==> config.mk <==
export PLATFORM = sky130hd
export DESIGN_NAME = ptpc_clock_unit
export DESIGN_NICKNAME = d
export VERILOG_FILES = /design/src/include/ptpc_pkg.sv /design/src/ptpc_clock_unit.sv /design/src/ptpc_edge_filter.sv
export SDC_FILE = /design/constraint.sdc
export NUM_CORES = 1
export LEC_CHECK = 0
export BUFFER_PORTS_ARGS = -buffer_cell sky130_fd_sc_hd__buf_2
export CAP_MARGIN = 20
export CORE_UTILIZATION = 40
export CTS_CLUSTER_SIZE = 10
export DETAILED_ROUTE_END_ITERATION = 10
export SYNTH_ARGS = -nofsm -noshare
export SYNTH_HDL_FRONTEND = slang
export SYNTH_HIERARCHICAL = 1
export SYNTH_SLANG_ARGS = --single-unit
export TNS_END_PERCENT = 30
==> constraint.sdc <==
create_clock -name clock -period 16.4 [get_ports clock]
set_input_delay 0.82 -clock clock [delete_from_list [all_inputs] [get_ports clock]]
set_output_delay 0.82 -clock clock [all_outputs]
set_load 0.05 [all_outputs]
==> src/include/ptpc_pkg.sv <==
// Package for the precision clock, rate trim and interrupt block.
`default_nettype none

package ptpc_pkg;

  // ----------------------------------------------------------------
  // Timing
  // ----------------------------------------------------------------
  localparam int CLK_PERIOD_NS = 10;
  localparam int GPIO_MIN_NS   = 40;
  localparam int GPIO_MIN_CYC  =
    (GPIO_MIN_NS + CLK_PERIOD_NS - 1) / CLK_PERIOD_NS;
  localparam logic [2:0]  GPIO_HOLD_CNT  = 3'(GPIO_MIN_CYC);
  localparam logic [3:0]  INC_NOMINAL_NS = 4'(CLK_PERIOD_NS);
  localparam logic [3:0]  INC_SLOW_NS    = 4'h9;
  localparam logic [3:0]  INC_FAST_NS    = 4'hb;
  localparam logic [30:0] NS_PER_SEC     = 31'h3b9aca00;

  // ----------------------------------------------------------------
  // Register offsets
  // ----------------------------------------------------------------
  localparam logic [11:0] ADDR_CMD       = 12'h100;
  localparam logic [11:0] ADDR_INT_STAT  = 12'h108;
  localparam logic [11:0] ADDR_INT_EN    = 12'h10c;
  localparam logic [11:0] ADDR_CLK_SEC   = 12'h110;
  localparam logic [11:0] ADDR_CLK_NS    = 12'h114;
  localparam logic [11:0] ADDR_CLK_FRAC  = 12'h118;
  localparam logic [11:0] ADDR_TRIM      = 12'h11c;
  localparam logic [11:0] ADDR_TGT_A_SEC = 12'h12c;
  localparam logic [11:0] ADDR_TGT_A_NS  = 12'h130;
  localparam logic [11:0] ADDR_TGT_B_SEC = 12'h13c;
  localparam logic [11:0] ADDR_TGT_B_NS  = 12'h140;
  localparam logic [11:0] ADDR_TOP_STAT  = 12'h150;
  localparam logic [11:0] ADDR_TOP_EN    = 12'h154;
  localparam logic [11:0] ADDR_GPIO_CLR  = 12'h158;

  // ----------------------------------------------------------------
  // Field positions and masks
  // ----------------------------------------------------------------
  localparam int CMD_READ_BIT  = 0;
  localparam int CMD_LOAD_BIT  = 1;
  localparam int TRIM_DIR_BIT  = 31;
  localparam int CLR_RISE_BIT  = 8;
  localparam logic [31:0] STAT_MASK = 32'hffff7703;

  // ----------------------------------------------------------------
  // Types
  // ----------------------------------------------------------------
  typedef struct packed {
    logic        wr;
    logic        rd;
    logic [11:0] addr;
    logic [31:0] wdata;
  } ptpc_bus_req_t;

  typedef struct packed {
    logic [7:0] fallCap;
    logic [7:0] riseCap;
    logic [2:0] egress;
    logic [2:0] ingress;
  } ptpc_events_t;

  typedef struct packed {
    logic [31:0] sec;
    logic [29:0] ns;
    logic [31:0] frac;
    logic [31:0] ldSec;
    logic [29:0] ldNs;
    logic [31:0] ldFrac;
    logic [31:0] snSec;
    logic [29:0] snNs;
    logic [31:0] snFrac;
    logic        trimDir;
    logic [29:0] trimAmt;
    logic [31:0] intEn;
    logic [31:0] intStat;
    logic [31:0] tgtASec;
    logic [29:0] tgtANs;
    logic [31:0] tgtBSec;
    logic [29:0] tgtBNs;
    logic [1:0]  matchPrev;
    logic        topEn;
    logic [7:0]  clrEn;
    logic        clrRise;
    logic [31:0] rdata;
  } ptpc_state_t;

  typedef struct packed {
    logic       sync1;
    logic       sync2;
    logic       level;
    logic [2:0] cnt;
    logic       pulse;
  } ptpc_filt_t;

  localparam ptpc_state_t STATE_RST = '0;
  localparam ptpc_filt_t  FILT_RST  = '0;

endpackage

`default_nettype wire

==> src/ptpc_clock_unit.sv <==
// Precision clock with rate trim, timer match and interrupt gating.
// Behaviour
// - Set timer B flag when clock reaches target.
// - Set timer A flag when clock reaches target.
// - Status bits clear on written one, not on written zero.
// - Filtered active pin edge clears timer flags.
// - Enabled status bits OR into summary event.
// - Status bits update regardless of enables.
// - Interrupt output also needs summary event enable.
// - Capture edge enables in bits 31:16.
// - Stamp enables in bits 14:12, 10:8.
// - Timer enables bits 1:0; reserved read zero.
// - Clock reads return snapshot from read command.
// - Load command copies written values into clock.
// - Seconds 32, nanoseconds 30, fraction 32 bits.
// - Clock advances 10 ns each cycle without fraction wrap.
// - Trim amount adds to fraction each cycle.
// - Fraction wrap alters increment by 1 ns.
// - Direction bit picks 9 or 11 ns.
`timescale 1ns/10ps
`default_nettype none

module ptpc_clock_unit
  import ptpc_pkg::*;
(
  // Clock and reset
  input  wire logic          clock,
  input  wire logic          rst_b,
  // Register port
  input  wire ptpc_bus_req_t busReq,
  output logic [31:0]        busRdata,
  // Event sources
  input  wire ptpc_events_t  stampEvents,
  input  wire logic [7:0]    gpioPin,
  // Interrupt
  output logic               irqOut
);

  ptpc_state_t state_reg;
  ptpc_state_t state_next;

  logic [32:0] fracSum;
  logic [3:0]  tickInc;
  logic [30:0] nsSum;
  logic [30:0] nsFold;
  logic        nsWrap;
  logic [1:0]  matchNow;
  logic [1:0]  matchRise;
  logic [7:0]  gpioEdge;
  logic        gpioClr;
  logic [31:0] statSet;
  logic [31:0] statClr;
  logic [31:0] rdVal;
  logic        cmdWr;
  logic        cmdLoad;
  logic        cmdRead;
  logic        summary;

  // ----------------------------------------------------------------
  // Pin edge filters
  // ----------------------------------------------------------------
  for (genvar i = 0; i < 8; i++) begin : gFilt
    ptpc_edge_filter uFilt (
      .clock      (clock),
      .rst_b      (rst_b),
      .pinIn      (gpioPin[i]),
      .activeHigh (state_reg.clrRise),
      .edgePulse  (gpioEdge[i])
    );
  end

  // ----------------------------------------------------------------
  // Next state
  // ----------------------------------------------------------------
  always_comb begin
    state_next = state_reg;
    cmdWr   = busReq.wr && (busReq.addr == ADDR_CMD);
    cmdLoad = cmdWr && busReq.wdata[CMD_LOAD_BIT];
    cmdRead = cmdWr && busReq.wdata[CMD_READ_BIT];

    // Rate trim and tick.
    fracSum = {1'b0, state_reg.frac} + {3'h0, state_reg.trimAmt};
    if (fracSum[32]) begin
      tickInc = state_reg.trimDir ? INC_FAST_NS : INC_SLOW_NS;
    end else begin
      tickInc = INC_NOMINAL_NS;
    end
    nsSum  = {1'b0, state_reg.ns} + {27'h0, tickInc};
    nsFold = nsSum - NS_PER_SEC;
    nsWrap = (nsSum >= NS_PER_SEC);
    state_next.frac = fracSum[31:0];
    if (nsWrap) begin
      state_next.ns  = nsFold[29:0];
      state_next.sec = state_reg.sec + 32'h1;
    end else begin
      state_next.ns = nsSum[29:0];
    end

    // Timer match, flagged when the compare first holds.
    matchNow[0] = {state_reg.sec, state_reg.ns} >=
                  {state_reg.tgtASec, state_reg.tgtANs};
    matchNow[1] = {state_reg.sec, state_reg.ns} >=
                  {state_reg.tgtBSec, state_reg.tgtBNs};
    matchRise = matchNow & ~state_reg.matchPrev;
    state_next.matchPrev = matchNow;

    // Sticky status; a new event wins over a clear.
    gpioClr = |(gpioEdge & state_reg.clrEn);
    statSet = {stampEvents.fallCap, stampEvents.riseCap, 1'b0,
               stampEvents.egress, 1'b0, stampEvents.ingress,
               6'h00, matchRise};
    statClr = 32'h0;
    if (busReq.wr && (busReq.addr == ADDR_INT_STAT)) begin
      statClr = busReq.wdata;
    end
    if (gpioClr) begin
      statClr = statClr | 32'h3;
    end
    state_next.intStat =
      ((state_reg.intStat & ~statClr) | statSet) & STAT_MASK;

    // Register writes.
    if (busReq.wr) begin
      unique case (busReq.addr)
        ADDR_INT_EN: begin
          state_next.intEn = busReq.wdata & STAT_MASK;
        end
        ADDR_CLK_SEC: begin
          state_next.ldSec = busReq.wdata;
        end
        ADDR_CLK_NS: begin
          state_next.ldNs = busReq.wdata[29:0];
        end
        ADDR_CLK_FRAC: begin
          state_next.ldFrac = busReq.wdata;
        end
        ADDR_TRIM: begin
          state_next.trimDir = busReq.wdata[TRIM_DIR_BIT];
          state_next.trimAmt = busReq.wdata[29:0];
        end
        ADDR_TGT_A_SEC: begin
          state_next.tgtASec = busReq.wdata;
        end
        ADDR_TGT_A_NS: begin
          state_next.tgtANs = busReq.wdata[29:0];
        end
        ADDR_TGT_B_SEC: begin
          state_next.tgtBSec = busReq.wdata;
        end
        ADDR_TGT_B_NS: begin
          state_next.tgtBNs = busReq.wdata[29:0];
        end
        ADDR_TOP_EN: begin
          state_next.topEn = busReq.wdata[0];
        end
        ADDR_GPIO_CLR: begin
          state_next.clrEn   = busReq.wdata[7:0];
          state_next.clrRise = busReq.wdata[CLR_RISE_BIT];
        end
        default: begin
        end
      endcase
    end

    // Clock commands.
    if (cmdRead) begin
      state_next.snSec  = state_reg.sec;
      state_next.snNs   = state_reg.ns;
      state_next.snFrac = state_reg.frac;
    end
    if (cmdLoad) begin
      state_next.sec  = state_reg.ldSec;
      state_next.ns   = state_reg.ldNs;
      state_next.frac = state_reg.ldFrac;
    end

    // Register reads, answered in the next cycle.
    summary = |(state_reg.intStat & state_reg.intEn);
    unique case (busReq.addr)
      ADDR_INT_STAT: rdVal = state_reg.intStat;
      ADDR_INT_EN:   rdVal = state_reg.intEn;
      ADDR_CLK_SEC:  rdVal = state_reg.snSec;
      ADDR_CLK_NS:   rdVal = {2'b00, state_reg.snNs};
      ADDR_CLK_FRAC: rdVal = state_reg.snFrac;
      ADDR_TRIM: begin
        rdVal = {state_reg.trimDir, 1'b0, state_reg.trimAmt};
      end
      ADDR_TGT_A_SEC: rdVal = state_reg.tgtASec;
      ADDR_TGT_A_NS:  rdVal = {2'b00, state_reg.tgtANs};
      ADDR_TGT_B_SEC: rdVal = state_reg.tgtBSec;
      ADDR_TGT_B_NS:  rdVal = {2'b00, state_reg.tgtBNs};
      ADDR_TOP_STAT:  rdVal = {31'h0, summary};
      ADDR_TOP_EN:    rdVal = {31'h0, state_reg.topEn};
      ADDR_GPIO_CLR: begin
        rdVal = {23'h0, state_reg.clrRise, state_reg.clrEn};
      end
      default: rdVal = 32'h0;
    endcase
    state_next.rdata = busReq.rd ? rdVal : 32'h0;
  end

  always_ff @(posedge clock or negedge rst_b) begin
    if (!rst_b) begin
      state_reg <= STATE_RST;
    end else begin
      state_reg <= state_next;
    end
  end

  assign busRdata = state_reg.rdata;
  assign irqOut   = summary && state_reg.topEn;
endmodule

`default_nettype wire

==> src/ptpc_edge_filter.sv <==
// Synchroniser and glitch filter that flags an active pin edge.
`timescale 1ns/10ps
`default_nettype none

module ptpc_edge_filter
  import ptpc_pkg::*;
(
  // Clock and reset
  input  wire logic clock,
  input  wire logic rst_b,
  // Pin and polarity
  input  wire logic pinIn,
  input  wire logic activeHigh,
  // Edge event
  output logic      edgePulse
);

  ptpc_filt_t state_reg;
  ptpc_filt_t state_next;

  // ----------------------------------------------------------------
  // Filter
  // ----------------------------------------------------------------
  always_comb begin
    state_next = state_reg;
    state_next.sync1 = pinIn;
    state_next.sync2 = state_reg.sync1;
    state_next.pulse = 1'b0;
    if (state_reg.sync2 != state_reg.level) begin
      if (state_reg.cnt == GPIO_HOLD_CNT) begin
        state_next.level = state_reg.sync2;
        state_next.cnt   = 3'h0;
        state_next.pulse = (state_reg.sync2 == activeHigh);
      end else begin
        state_next.cnt = state_reg.cnt + 3'h1;
      end
    end else begin
      state_next.cnt = 3'h0;
    end
  end

  always_ff @(posedge clock or negedge rst_b) begin
    if (!rst_b) begin
      state_reg <= FILT_RST;
    end else begin
      state_reg <= state_next;
    end
  end

  assign edgePulse = state_reg.pulse;

endmodule

`default_nettype wire

==> results.py <==
metrics = {
    "critical_path": {
        "arrival_ns": 8.64,
        "path_class": "reg2reg",
        "start_kind": "flip-flop",
        "worstPathMaxFanout": 14,
        "end_kind": "flip-flop",
        "crit_required_ns": 16.85,
    },
    "timing": {
        "drv_slew": 0,
        "min_period_over_period_pct": 49.9,
        "relSlewSlack_pct": 20.7,
        "holdWs_ns": 0.277,
        "setup_viol": 0,
        "min_period_ns": 8.18,
        "skew_ns": 0.0258,
        "fin_tns_setup_ns": 0,
        "worst_pin_slew_ns": 1.19,
        "fmax_mhz": 122,
        "hold_viol": 0,
        "rsz0062_at_grt": "no",
    },
    "clock_network": {
        "cts_tree": "yes",
        "ctsResizeCount": 0,
        "cts_sinks": 585,
        "clockRootBuffer": "clkbuf_16",
        "cts_max_level": 3,
        "cts_hold_buf": 0,
        "cts_buffer_depth": 3,
        "clock_latency_ns": 0.63,
        "clk_pin_slew_ns": 0.05,
        "numCtsBuffers": 70,
        "cts_setup_buffers": 0,
    },
    "global_routing": {
        "antenna_found_initial": 8,
        "grt_start_max_net_pins": 173,
        "grt_overflow_total": 0,
        "grt_use_total_pct": 25.4,
        "grt_pass1_wl_um": 148000,
        "grt_pass1_vias": 23600,
    },
    "floorplanning": {
        "initial_utilization_pct": 40.4,
        "rows": 101,
        "dieHeight_um": 279,
        "die_x_um": 279,
        "coreArea_sq_um": 75800,
        "dieArea_sq_um": 77600,
        "ios": 111,
    },
    "synth": {
        "syn_inst": 2800,
        "ys_ff_latch": 585,
        "synthFlopType": "dfrtp_1",
        "syn_area_sq_um": 30600,
        "synth_top_area_share_pct": 47.8,
        "avgSynthCellArea_sq_um": 10.9,
        "ys_async_sr_fraction_pct": 100,
        "synth_edf_count": 0,
        "synthDistinctLibCells": 80,
        "yosysTopAreaCell": "dfrtp_1",
        "seq_area_frac_synth_pct": 47.8,
        "synth.net_count": 3054,
        "synth_warnings": 6,
        "synth_area_leaders": "dfrtp_1, mux2_2, ha_1",
    },
    "routing": {
        "vias": 23000,
        "ant_nets": 0,
        "wl_um": 98100,
        "first_iter_violations": 1918,
        "via_per_inst": 6.00,
        "avgRoutedWirePerCell_um": 25.6,
        "drtPass1Iterations": 8,
        "drc": 0,
    },
    "hold_path": {
        "min_path_type": "in2async",
    },
    "place": {
        "placedCellCount": 3743,
        "hpwl_um": 68000,
        "dpl_cell_area_sq_um": 31900,
        "gp_congestion": 0.922,
        "port_buffers": 110,
    },
    "layout": {
        "layout_common_cells": "dfrtp_1, mux2_2, nand2_1, inv_1, ha_1",
        "final_nets": 3094,
        "final_cell_area_sq_um": 34000,
        "area_growth_syn_to_layout_pct": 11.1,
        "final_layout_size_suffix_gt1_share_pct": 22.0,
        "final_common_cell": "dfrtp_1",
        "largest_reg_flops": 497,
        "stdcell_count": 3838,
        "antenna_cells": 0,
    },
    "power": {
        "leakage_nw": 15.6,
        "ir_drop_mv": 0.0752,
        "p_per_area_nw_per_um2": 104,
    },
    "flow_run": {
        "drv_cap": 0,
    },
    "run_status": {
        "outcome": "finished, final reports clean",
    },
}
==> final timing paths <==
kind | from | endpoint | slack (ns) | cells past startpoint
worst max-delay path | state_reg[232]$_DFFE_PN0P_ | state_reg[520]$_DFFE_PN0P_ | 8.22 | 24
worst min-delay path | rst_b | busRdata[22]$_DFF_PN0_ | 0.28 | 1
worst max register to register | state_reg[232]$_DFFE_PN0P_ | state_reg[520]$_DFFE_PN0P_ | 8.22 | 24
worst min register to register | gFilt[1].uFilt/state_next[5]$_DFF_PN0_ | gFilt[1].uFilt/state_reg[5]$_DFF_PN0_ | 0.35 | 0
max in group asynchronous | rst_b | state_reg[426]$_DFFE_PN0P_ | 12.91 | 4
min in group clock | gpioPin[4] | gFilt[4].uFilt/state_next[5]$_DFF_PN0_ | 0.32 | 1
==> layer usage <==
| metal | vias to the layer above | track usage, % | share of wire, % |
|---|---|---|---|
| met4 | 4 | 9.03 | 3.6 |
| met3 | 195 | 4.99 | 7.1 |
| met5 | - | 0 | 0.021 |
| met1 | 11800 | 33.9 | 43 |
| li1 | 10200 | - | - |
| met2 | 861 | 41.0 | 46 |
==> cell families (layout without fill, tap and decap cells) <==
| family | after synthesis | after routing | share of synthesized area, % |
|---|---|---|---|
| compound gates | 625 | 625 | 13.8 |
| xor+xnor | 99 | 99 | 2.83 |
| fa+ha+maj | 176 | 176 | 7.25 |
| buf+inv | 349 | 409 | 4.82 |
| flops | 585 | 585 | 47.8 |
| mux | 372 | 372 | 13.7 |
| simple gates | 594 | 594 | 9.82 |
==> synth_stat cells, drive strengths merged, types with 5 or more instances <==
master	instances
o41ai	6
nor4	17
dfrtp	585
mux2	369
clkbuf	112
nor2	94
buf	63
nor3	39
nor3b	14
inv	174
and3	16
or3b	16
nand3	33
or2	6
a2111oi	5
xor2	28
o21a	5
o31ai	12
nand3b	9
a222oi	10
xnor2	71
and4	8
a22oi	107
a221oi	40
or3	10
o21ai	122
ha	174
nor2b	27
nand2	220
nand2b	22
a31oi	46
a211oi	9
a21o	80
a22o	17
nand4	42
and2	10
a21oi	119
o21bai	9
==> critical path: stages, from the launching register on <==
cell and delay, ns:
dfrtp_1 0.39, ha_1 0.24, fa_1 0.41, a21o_1 0.22, a21oi_1 0.27, nor2_1 0.12
o21ai_0 0.40, o21ai_0 0.39, a221oi_1 0.44, buf_4 0.23, o21a_1 0.27, a311o_1 0.24
and2_1 0.32, or3_1 0.16, ha_1 0.25, a211oi_1 0.58, nor2_1 0.42, a41o_1 0.28
a211oi_1 0.50, a221oi_2 0.21, a211oi_2 0.43, a211o_1 0.79, nor2_1 0.15, xnor2_1 0.19
o21ai_0 0.10
==> layout make-up <==
type / instances / area [sq um]
flip-flops and latches: 585 / 14600
clock buffers: 87 / 1920
inverters: 174 / 653
fillers: 7036 / 41800
well taps: 978 / 1220
clock inverters: 5 / 76.3
repair buffers: 143 / 893
multi-input cells: 1866 / 14600
==> power breakdown <==
group | total, W | switching (W) | internal [W]
clock | 0.00142 | 0.000592 | 0.000829
sequential | 0.00162 | 0.0000992 | 0.00152
combinational | 0.000508 | 0.000304 | 0.000204
==> through the flow <==
step | total power (W) | setup WS [ns] | utilization, %
4_1_cts | 0.00357 | 8.31 | 44.7
3_3_place_gp | 0.00212 | 8.53 | 42.1
6_report | 0.00355 | 8.22 | 44.8
3_5_place_dp | 0.00215 | 8.40 | 42.1
5_1_grt | 0.00371 | 7.73 | 44.8
2_1_floorplan | 0.00196 | 9.87 | -
Note: power is estimated with default switching activity, not from simulation.
